File: src/rfap_params.svh
// constants for the register field access policy block
`ifndef RFAP_PARAMS_SVH
`define RFAP_PARAMS_SVH
`define RFAP_DATA_W 32
`define RFAP_ADDR_W 32
`define RFAP_NUM_REGS 4
`define RFAP_IDX_W 2
`define RFAP_IDX_LSB 2
`define RFAP_DWORD_MASK 32'h0000_0007
`define RFAP_HWORD_MASK 32'h0000_0001
`define RFAP_WORD_MASK 32'h0000_0003
`define RFAP_ALL_ZERO 32'h0000_0000
`define RFAP_ALL_ONE 32'hFFFF_FFFF
`endif

File: src/rfap_pkg.sv
// types for the register field access policy block
package rfap_pkg;
  typedef enum logic [2:0] {
    RFAP_RW = 3'h0,
    RFAP_READ_ONLY_FIELD = 3'h1,
    RFAP_READS_ZERO_WI = 3'h2,
    RFAP_READS_ZERO_ZKW = 3'h3,
    RFAP_READS_ONE_OKW = 3'h4,
    RFAP_RESERVED = 3'h5,
    RFAP_KEEP_UNALTERED = 3'h6
  } rfap_class_e;
  typedef enum logic [1:0] {
    RFAP_SZ_BYTE = 2'h0,
    RFAP_SZ_HALF = 2'h1,
    RFAP_SZ_WORD = 2'h2,
    RFAP_SZ_DWORD = 2'h3
  } rfap_size_e;
endpackage : rfap_pkg

File: src/rfap_lane.sv
// little-endian byte lane placement and alignment tests
`timescale 1ns/1ps
`default_nettype none
`include "rfap_params.svh"
module rfap_lane (
  input wire logic [`RFAP_ADDR_W-1:0] addr,
  input wire rfap_pkg::rfap_size_e size,
  input wire logic [`RFAP_DATA_W-1:0] wdata_in,
  output logic [`RFAP_DATA_W-1:0] wdata_lane,
  output logic [3:0] strobe,
  output logic dword_aligned,
  output logic hword_aligned,
  output logic access_aligned
);
  import rfap_pkg::*;
  always_comb begin
    dword_aligned = (addr & `RFAP_DWORD_MASK) == `RFAP_ALL_ZERO;
    hword_aligned = (addr & `RFAP_HWORD_MASK) == `RFAP_ALL_ZERO;
    case (size)
      RFAP_SZ_BYTE: access_aligned = 1'b1;
      RFAP_SZ_HALF: access_aligned = hword_aligned;
      RFAP_SZ_WORD: access_aligned = (addr & `RFAP_WORD_MASK) == `RFAP_ALL_ZERO;
      RFAP_SZ_DWORD: access_aligned = dword_aligned;
      default: access_aligned = 1'b0;
    endcase
    // lowest address goes to least significant lane
    case (size)
      RFAP_SZ_BYTE: begin
        wdata_lane = {4{wdata_in[7:0]}};
        strobe = 4'h1 << addr[1:0];
      end
      RFAP_SZ_HALF: begin
        wdata_lane = {2{wdata_in[15:0]}};
        strobe = addr[1] ? 4'hC : 4'h3;
      end
      default: begin
        wdata_lane = wdata_in;
        strobe = 4'hF;
      end
    endcase
  end
endmodule : rfap_lane
`default_nettype wire

File: src/rfap_bank.sv
// register bank applying per-bit field access policies
`timescale 1ns/1ps
`default_nettype none
`include "rfap_params.svh"
module rfap_bank #(
  parameter int NUM_REGS = `RFAP_NUM_REGS,
  parameter logic [NUM_REGS*`RFAP_DATA_W-1:0] WRITABLE_MASK = {NUM_REGS{32'h0000_00FF}},
  parameter logic [NUM_REGS*`RFAP_DATA_W-1:0] READ_ONLY_MASK = {NUM_REGS{32'h0000_FF00}},
  parameter logic [NUM_REGS*`RFAP_DATA_W-1:0] READS_ONE_MASK = {NUM_REGS{32'h00FF_0000}},
  parameter logic [NUM_REGS*`RFAP_DATA_W-1:0] RESET_VALUE = {NUM_REGS{32'h0000_0000}}
) (
  input wire logic clk_sys,
  input wire logic resetn,
  input wire logic req,
  input wire logic wr,
  input wire logic [`RFAP_ADDR_W-1:0] addr,
  input wire rfap_pkg::rfap_size_e size,
  input wire logic [`RFAP_DATA_W-1:0] wdata,
  input wire logic [NUM_REGS*`RFAP_DATA_W-1:0] ro_status,
  output logic [`RFAP_DATA_W-1:0] rdata,
  output logic ack,
  output logic misaligned,
  output logic [NUM_REGS*`RFAP_DATA_W-1:0] reg_value
);
  import rfap_pkg::*;
  logic [`RFAP_DATA_W-1:0] store [NUM_REGS];
  logic [`RFAP_DATA_W-1:0] wdata_lane;
  logic [3:0] strobe;
  logic access_aligned;
  logic [`RFAP_IDX_W-1:0] idx;
  logic hit;
  assign idx = addr[`RFAP_IDX_LSB +: `RFAP_IDX_W];
  // everything above the register index must be zero, or the access is unmapped
  assign hit = (addr[`RFAP_ADDR_W-1:`RFAP_IDX_LSB+`RFAP_IDX_W] == '0) && (int'(idx) < NUM_REGS);
  // fixed-value masks of register zero, used by the checks below
  logic [`RFAP_DATA_W-1:0] fixed_ones0;
  logic [`RFAP_DATA_W-1:0] fixed_zero0;
  assign fixed_ones0 = READS_ONE_MASK[`RFAP_DATA_W-1:0] & ~WRITABLE_MASK[`RFAP_DATA_W-1:0]
                     & ~READ_ONLY_MASK[`RFAP_DATA_W-1:0];
  assign fixed_zero0 = ~(WRITABLE_MASK[`RFAP_DATA_W-1:0] | READ_ONLY_MASK[`RFAP_DATA_W-1:0]
                     | READS_ONE_MASK[`RFAP_DATA_W-1:0]);

  rfap_lane u_lane (
    .addr(addr),
    .size(size),
    .wdata_in(wdata),
    .wdata_lane(wdata_lane),
    .strobe(strobe),
    .dword_aligned(),
    .hword_aligned(),
    .access_aligned(access_aligned)
  );

  function automatic logic [`RFAP_DATA_W-1:0] lane_mask(input logic [3:0] s);
    lane_mask = {{8{s[3]}}, {8{s[2]}}, {8{s[1]}}, {8{s[0]}}};
  endfunction : lane_mask

  // view of one register as software sees it; non-writable, non-status bits are fixed
  function automatic logic [`RFAP_DATA_W-1:0] read_view(input int i);
    logic [`RFAP_DATA_W-1:0] w;
    logic [`RFAP_DATA_W-1:0] r;
    logic [`RFAP_DATA_W-1:0] o;
    w = WRITABLE_MASK[i*`RFAP_DATA_W +: `RFAP_DATA_W];
    r = READ_ONLY_MASK[i*`RFAP_DATA_W +: `RFAP_DATA_W];
    o = READS_ONE_MASK[i*`RFAP_DATA_W +: `RFAP_DATA_W] & ~w & ~r;
    // reserved and undefined-read positions read zero rather than junk
    read_view = (store[i] & w) | (ro_status[i*`RFAP_DATA_W +: `RFAP_DATA_W] & r) | o;
  endfunction : read_view

  genvar g;
  generate
    for (g = 0; g < NUM_REGS; g++) begin : g_reg
      always_ff @(posedge clk_sys or negedge resetn) begin
        if (!resetn) begin
          store[g] <= RESET_VALUE[g*`RFAP_DATA_W +: `RFAP_DATA_W] & WRITABLE_MASK[g*`RFAP_DATA_W +: `RFAP_DATA_W];
        end else if (req && wr && hit && access_aligned && int'(idx) == g) begin
          // only writable bits in the strobed lanes take data
          store[g] <= (store[g] & ~(WRITABLE_MASK[g*`RFAP_DATA_W +: `RFAP_DATA_W] & lane_mask(strobe)))
                    | (wdata_lane & WRITABLE_MASK[g*`RFAP_DATA_W +: `RFAP_DATA_W] & lane_mask(strobe));
        end
      end
      assign reg_value[g*`RFAP_DATA_W +: `RFAP_DATA_W] = read_view(g);
    end
  endgenerate

  always_ff @(posedge clk_sys or negedge resetn) begin
    if (!resetn) begin
      ack <= 1'b0;
      misaligned <= 1'b0;
    end else begin
      ack <= req;
      misaligned <= req && !access_aligned;
    end
  end

  // unmapped or misaligned reads return zero
  always_ff @(posedge clk_sys or negedge resetn) begin
    if (!resetn) begin
      rdata <= `RFAP_ALL_ZERO;
    end else if (req && !wr) begin
      rdata <= (hit && access_aligned) ? read_view(int'(idx)) : `RFAP_ALL_ZERO;
    end
  end

  // field classes fixed by masks: no write can reach them
  AST_FIXED_BITS_HOLD: assert property (@(posedge clk_sys) disable iff (!resetn)
    req && wr |=> ((store[0] & ~WRITABLE_MASK[`RFAP_DATA_W-1:0]) == `RFAP_ALL_ZERO))
    else $error("fixed bits of register zero changed");
  AST_READS_ONE: assert property (@(posedge clk_sys) disable iff (!resetn)
    req && !wr && hit && access_aligned |=> ((rdata & READS_ONE_MASK[int'($past(idx))*`RFAP_DATA_W +: `RFAP_DATA_W]
      & ~WRITABLE_MASK[int'($past(idx))*`RFAP_DATA_W +: `RFAP_DATA_W]
      & ~READ_ONLY_MASK[int'($past(idx))*`RFAP_DATA_W +: `RFAP_DATA_W])
      == (READS_ONE_MASK[int'($past(idx))*`RFAP_DATA_W +: `RFAP_DATA_W]
      & ~WRITABLE_MASK[int'($past(idx))*`RFAP_DATA_W +: `RFAP_DATA_W]
      & ~READ_ONLY_MASK[int'($past(idx))*`RFAP_DATA_W +: `RFAP_DATA_W])))
    else $error("reads-one field did not read as ones");
  AST_MISALIGNED_NO_WRITE: assert property (@(posedge clk_sys) disable iff (!resetn)
    req && wr && !access_aligned |=> $stable(store[0]) && $stable(store[1]))
    else $error("misaligned write changed a register");
  AST_READ_ONLY_KEEP: assert property (@(posedge clk_sys) disable iff (!resetn)
    ##1 ((reg_value[`RFAP_DATA_W-1:0] & READ_ONLY_MASK[`RFAP_DATA_W-1:0])
      == (ro_status[`RFAP_DATA_W-1:0] & READ_ONLY_MASK[`RFAP_DATA_W-1:0])))
    else $error("read-only bits do not follow status");
  AST_BYTE_LOW_LANE: assert property (@(posedge clk_sys) disable iff (!resetn)
    size == RFAP_SZ_BYTE && addr[1:0] == 2'b00 |-> strobe == 4'h1 && wdata_lane[7:0] == wdata[7:0])
    else $error("byte at word address not in low lane");
  AST_HALF_BYTE_LOW: assert property (@(posedge clk_sys) disable iff (!resetn)
    size == RFAP_SZ_BYTE && addr[1:0] == 2'b10 |-> strobe == 4'h4)
    else $error("byte at halfword address not low byte of halfword");
  AST_HALF_LOW_LANE: assert property (@(posedge clk_sys) disable iff (!resetn)
    size == RFAP_SZ_HALF && addr[1:0] == 2'b00 |-> strobe == 4'h3)
    else $error("halfword at word address not in low lane");
  AST_ACK_ONE_CYCLE: assert property (@(posedge clk_sys) disable iff (!resetn)
    req && !wr && !hit |=> ack && rdata == `RFAP_ALL_ZERO)
    else $error("unmapped read did not return zero");
  // fixed positions are checked on the live view, so a broken mask shows at once
  AST_ZERO_BITS_READ_ZERO: assert property (@(posedge clk_sys) disable iff (!resetn)
    (reg_value[`RFAP_DATA_W-1:0] & fixed_zero0) == `RFAP_ALL_ZERO)
    else $error("reads-zero bits of register zero not zero");
  AST_ONE_BITS_READ_ONE: assert property (@(posedge clk_sys) disable iff (!resetn)
    (reg_value[`RFAP_DATA_W-1:0] & fixed_ones0) == fixed_ones0)
    else $error("reads-one bits of register zero not one");
  AST_RESERVED_READ_ZERO: assert property (@(posedge clk_sys) disable iff (!resetn)
    (reg_value[`RFAP_DATA_W +: `RFAP_DATA_W] & ~(WRITABLE_MASK[`RFAP_DATA_W +: `RFAP_DATA_W]
      | READ_ONLY_MASK[`RFAP_DATA_W +: `RFAP_DATA_W] | READS_ONE_MASK[`RFAP_DATA_W +: `RFAP_DATA_W]))
      == `RFAP_ALL_ZERO)
    else $error("reserved bits of register one not zero");
  AST_UNDEFINED_READ_ZERO: assert property (@(posedge clk_sys) disable iff (!resetn)
    (reg_value[2*`RFAP_DATA_W +: `RFAP_DATA_W] & ~(WRITABLE_MASK[2*`RFAP_DATA_W +: `RFAP_DATA_W]
      | READ_ONLY_MASK[2*`RFAP_DATA_W +: `RFAP_DATA_W] | READS_ONE_MASK[2*`RFAP_DATA_W +: `RFAP_DATA_W]))
      == `RFAP_ALL_ZERO)
    else $error("undefined-read bits of register two not zero");
  AST_KEEP_CLASS_READ_ZERO: assert property (@(posedge clk_sys) disable iff (!resetn)
    (reg_value[3*`RFAP_DATA_W +: `RFAP_DATA_W] & ~(WRITABLE_MASK[3*`RFAP_DATA_W +: `RFAP_DATA_W]
      | READ_ONLY_MASK[3*`RFAP_DATA_W +: `RFAP_DATA_W] | READS_ONE_MASK[3*`RFAP_DATA_W +: `RFAP_DATA_W]))
      == `RFAP_ALL_ZERO)
    else $error("zero-or-keep bits of register three not zero");
  AST_WRITE_KEEPS_ZERO_BITS: assert property (@(posedge clk_sys) disable iff (!resetn)
    req && wr |=> $stable(reg_value[`RFAP_DATA_W-1:0] & fixed_zero0))
    else $error("write changed a keep-class field");
  // a full-word write to register zero must land on every one of its writable bits
  AST_MASKED_WRITE_LANDS: assert property (@(posedge clk_sys) disable iff (!resetn)
    req && wr && hit && access_aligned && idx == 2'h0 && size == RFAP_SZ_WORD
      |=> (store[0] & WRITABLE_MASK[`RFAP_DATA_W-1:0]) == ($past(wdata) & WRITABLE_MASK[`RFAP_DATA_W-1:0]))
    else $error("writable bits did not take the written word");
  // holds for the default masks only: just the low lane is writable there
  AST_NARROW_WRITE_OTHER_LANE: assert property (@(posedge clk_sys) disable iff (!resetn)
    req && wr && idx == 2'h0 && size == RFAP_SZ_BYTE && addr[1:0] != 2'b00 |=> $stable(store[0]))
    else $error("byte write off the low lane changed register zero");
  AST_MISALIGNED_PULSE: assert property (@(posedge clk_sys) disable iff (!resetn)
    req && !access_aligned |=> misaligned && ack)
    else $error("misaligned access not flagged");
  AST_ALIGNED_NO_PULSE: assert property (@(posedge clk_sys) disable iff (!resetn)
    req && access_aligned |=> !misaligned)
    else $error("aligned access flagged as misaligned");
  AST_DWORD_ODD_WORD: assert property (@(posedge clk_sys) disable iff (!resetn)
    req && size == RFAP_SZ_DWORD && addr[2] |=> misaligned)
    else $error("doubleword at odd word not flagged");
  AST_HALF_ODD_BYTE: assert property (@(posedge clk_sys) disable iff (!resetn)
    req && size == RFAP_SZ_HALF && addr[0] |=> misaligned)
    else $error("halfword at odd byte not flagged");
  AST_HALF_HIGH_LANE: assert property (@(posedge clk_sys) disable iff (!resetn)
    size == RFAP_SZ_HALF && addr[1:0] == 2'b10 |-> strobe == 4'hC && wdata_lane[31:16] == wdata[15:0])
    else $error("halfword at upper half not in upper lanes");
  AST_BYTE_ODD_LANE: assert property (@(posedge clk_sys) disable iff (!resetn)
    size == RFAP_SZ_BYTE && addr[1:0] == 2'b01 |-> strobe == 4'h2 && wdata_lane[15:8] == wdata[7:0])
    else $error("byte at odd address not in its lane");
  AST_UNMAPPED_WRITE_IGNORED: assert property (@(posedge clk_sys) disable iff (!resetn)
    req && wr && !hit |=> $stable(store[0]) && $stable(store[1]) && $stable(store[2]) && $stable(store[3]))
    else $error("unmapped write changed a register");
  AST_MISALIGNED_WRITE_ALL: assert property (@(posedge clk_sys) disable iff (!resetn)
    req && wr && !access_aligned |=> $stable(store[2]) && $stable(store[3]))
    else $error("misaligned write changed an upper register");
  // an aligned read of register zero returns the whole register exactly as the live view showed it
  AST_READ_WHOLE_REG0: assert property (@(posedge clk_sys) disable iff (!resetn)
    req && !wr && hit && access_aligned && idx == 2'h0 |=> rdata == $past(reg_value[`RFAP_DATA_W-1:0]))
    else $error("read of register zero differs from its view");
  AST_MISALIGNED_READ_ZERO: assert property (@(posedge clk_sys) disable iff (!resetn)
    req && !wr && !access_aligned |=> rdata == `RFAP_ALL_ZERO)
    else $error("misaligned read did not return zero");
endmodule : rfap_bank
`default_nettype wire

File: config.mk
export PLATFORM = sky130hd
export DESIGN_NAME = rfap_bank
export DESIGN_NICKNAME = d
export VERILOG_FILES = /design/src/rfap_pkg.sv /design/src/rfap_lane.sv /design/src/rfap_bank.sv
export VERILOG_INCLUDE_DIRS = /design/src
export SDC_FILE = /design/constraint.sdc
export NUM_CORES = 1
export LEC_CHECK = 0
export BUFFER_PORTS_ARGS = -buffer_cell sky130_fd_sc_hd__buf_2
export CAP_MARGIN = 20
export CORE_AREA = 2 2 138 140
export CTS_CLUSTER_DIAMETER = 50
export DETAILED_ROUTE_END_ITERATION = 10
export DIE_AREA = 0 0 140 142
export SLEW_MARGIN = 30
export SYNTH_ARGS = -nofsm -noshare
export SYNTH_HDL_FRONTEND = slang
export SYNTH_SLANG_ARGS = --single-unit
File: constraint.sdc
create_clock -name clk_sys -period 2.9 [get_ports clk_sys]
set_clock_uncertainty 0.05 [all_clocks]
set_input_delay 0.435 -clock clk_sys [delete_from_list [all_inputs] [get_ports clk_sys]]
set_output_delay 0.435 -clock clk_sys [all_outputs]
set_load 0.005 [all_outputs]
==> results by group <==
Outcome
  – Status: finished, violations left
  – Failing checks: design-rule violations

Synth
  – Synth top cells by count: buf_4 (111), dfrtp_1 (51), mux2_2 (32)
  – Sequential area share after synthesis: 37.68%
  – Syn Area/Cell: approximately 11 um^2
  – Post-synthesis mux area share: between 20% and 30%
  – Largest cells by area after synthesis: dfrtp_1 (38%), buf_4 (25%), mux2_2 (11%), mux4_2 (7.3%), mux4_1 (3.9%)
  – Yosys cell types: 27
  – Mapped cell area: 0.003387 mm^2
  – XOR/XNOR Fraction of Synth Area: 0%
  – Yosys warning count: 0
  – Simple-gate share of the synthesized area: 7.536%
  – Async set-reset flop share out of synthesis: 100.0%
  – Synthesized netlist cell count: between 200 and 300
  – Post-synth top area share: 37.68%
  – Most frequent cell after synthesis: buf_4
  – Post-synth top flop: dfrtp_1
  – Seq cells post-synth: between 50 and 60
  – Synth Area in Adders: 0%
  – Yosys top cell by area: dfrtp_1
  – Synth Area in Compound Gates: 4.802%
  – Number of flops mapped to enable cells by yosys: 0
  – Largest family of logic cells by synthesized area: buffers and inverters

Detailed routing
  – Final ANT Viol Nets: 0
  – Drt pass-1 iters: 6
  – Vias: 2415
  – Residual DRC: 34
  – Number of vias per cell: 3.599
  – Drt initial violations: 60
  – Wirelength per Cell: 13.35 um
  – Final WL: between 8 and 9 mm

Power
  – Clock power share: between 40% and 50%
  – Sequential share of power: a little over two fifths
  – Maximum vdd drop: 0.3042 mV
  – Net Sw Frac: 22.67%
  – Logic pwr share: 11.6%
  – PwrDens: 401.0 mW/mm^2
  – Int Pwr: between 0.001 and 0.0015 W
  – P_leak: approximately 2.3 nW
  – Net switching power: approximately 0.00038 W

STA
  – Final Hold Fails: 0
  – Min Tclk post-route: 2069 ps
  – Max frequency: 483.2 MHz
  – Worst Setup Slack, final: slightly above 800 ps
  – RSZ-0062 raised after global routing: false
  – Max-slew violation count: 0
  – Final setup fails: 0
  – Setup TNS: 0 ps
  – Crit share post-route: 71.36%

Final layout
  – Design Area, Final: 0.004173 mm^2
  – Synthesis-to-finish area growth: 23.20%
  – Share of layout cells above drive strength 1: between 50% and 60%
  – Fill count: 2010
  – Nets@finish: ~630

Global routing
  – Vias in the first global route: 2156
  – Gr ovfl total: 0
  – Largest net degree at the start of global routing: 28
  – Initial antenna violation count: 2
  – Total Routing Usage GR: between 8 and 9%
  – First-pass GRT wire length: 12.81 mm

Floorplan
  – DIE AREA: between 0.015 and 0.02 mm^2
  – Die Ht: around 140 um
  – Row count: 50
  – Core area: between 0.015 and 0.02 mm^2
  – Die X: 140 um
  – Initial Utilization: 18.35%
  – Ports: 360

CTS
  – Clock Path Buffers: 2
  – Root Driver: clkbuf_16
  – Clk_lat worst skew: 290 ps
  – Post-CTS Resized: 0
  – H-Tree Depth: 2
  – Clock Sinks: 51
  – CTS tree: built
  – Hold Buf Count CTS: 1
  – CTS Buf Count: 5
  – Post-CTS Setup Inserts: 0
  – Clk pin slew, worst setup/hold paths: 70 ps

Worst setup path
  – Reg2reg end: rdata[4]
  – Critical Path Start: addr[12]
  – CP endpoint kind: register
  – Worst EP arrival: 2230 ps
  – Critical Path End: rdata[6]
  – Critical-path top delay cell: or4_1
  – Delay-heaviest family, CP: simple AND/OR/NAND/NOR gates
  – Worst path cell trace: buf_2, nor4_2, nand4_2, or4_1, buf_4, o21ai_0
  – Worst setup SP type: input port
  – R2R depth: 3
  – Worst R2R Setup Slack: 1670 ps
  – Setup Crit Path Kind: in -> reg
  – CP required: 3060 ps
  – Critical-path maximum fanout: 13
  – Largest stage delay, worst path: 670 ps
  – Crit path buf inv count: 2
  – Worst path depth: 6

Placement
  – Final HPWL DP: between 7 and 8 mm
  – Gpl congestion: 0.6949
  – Pre-CTS WS: 495.8 ps
  – Placed standard-cell area: about 0.0040 mm^2
  – Port Buffers: 167

Min path
  – Hold Crit Class: in -> reg

Job
  – # Max-Cap Violations: 0
[kinds of logic after synthesis]
| kind of cell | count (synthesis) |
|---|---|
| DFF | 51 |
| other | 2 |
| buffers and inverters | 136 |
| AOI/OAI and AO/OA | 23 |
| and+or+nand+nor | 39 |
| muxes | 48 |
[layout by cell type (no fill, tap or decap), types with 6 or more instances in the layout]
master   count
o21ai_0      9
nand2_1     18
mux2_2      32
conb_1      72
dfrtp_1     51
buf_4       10
o21ai_2      6
mux4_2      11
inv_1       17
buf_2      167
[per-stage QoR]
step | cells | util (%) | total power, W | hold slack, ps
after floorplan | 369 | - | 0.0009045 | 89.41
after global placement | 661 | 21.52 | 0.0009207 | 258.0
after detailed placement | 661 | 21.52 | 0.0009228 | 261.7
after CTS | 670 | 22.60 | 0.001698 | 271.7
after global routing | 670 | 22.60 | 0.001747 | 271.6
final | 671 | 22.61 | 0.001673 | 278.6
[cell type report]
class	count	area, um^2	area share (%)
clock buffer	6	128.9	3.088
clock inverter	2	60.06	1.439
sequential	51	1276	30.58
inverter	17	63.81	1.529
tap	234	292.8	7.016
multi-input combinational	182	1428	34.21
timing repair buffer	178	920.9	22.07
antenna	1	2.502	0.05997
[metal layers]
metal / track usage, % / vias up / wire, um
met2: 15.63 / 121 / 4632
li1: - / 1124 / -
met3: 2.423 / 8 / 718
met1: 10.17 / 1160 / 3512
met5: 0 / - / 16
met4: 1.914 / 2 / 80
[power by group through the flow]
stage	Clock, W	Sequential, W	Combinational, W
floorplan	0	0.000727	0.000177
detailed placement	0	0.000727	0.000196
global placement	0	0.000727	0.000194
finish	0.000766	0.000713	0.000195
global route	0.000815	0.000713	0.000219
CTS	0.000789	0.000713	0.000197
[worst min-delay path by stage]
stage,from,end,slack [ps],cells past startpoint
global route,req,ack,270,1
CTS,req,ack,270,1
detailed placement,resetn,asynchronous set/reset pin,260,1
finish,req,ack,280,1
floorplan,resetn,asynchronous set/reset pin,90,0
global placement,resetn,asynchronous set/reset pin,260,1
Power figures use the tool's default switching activity.
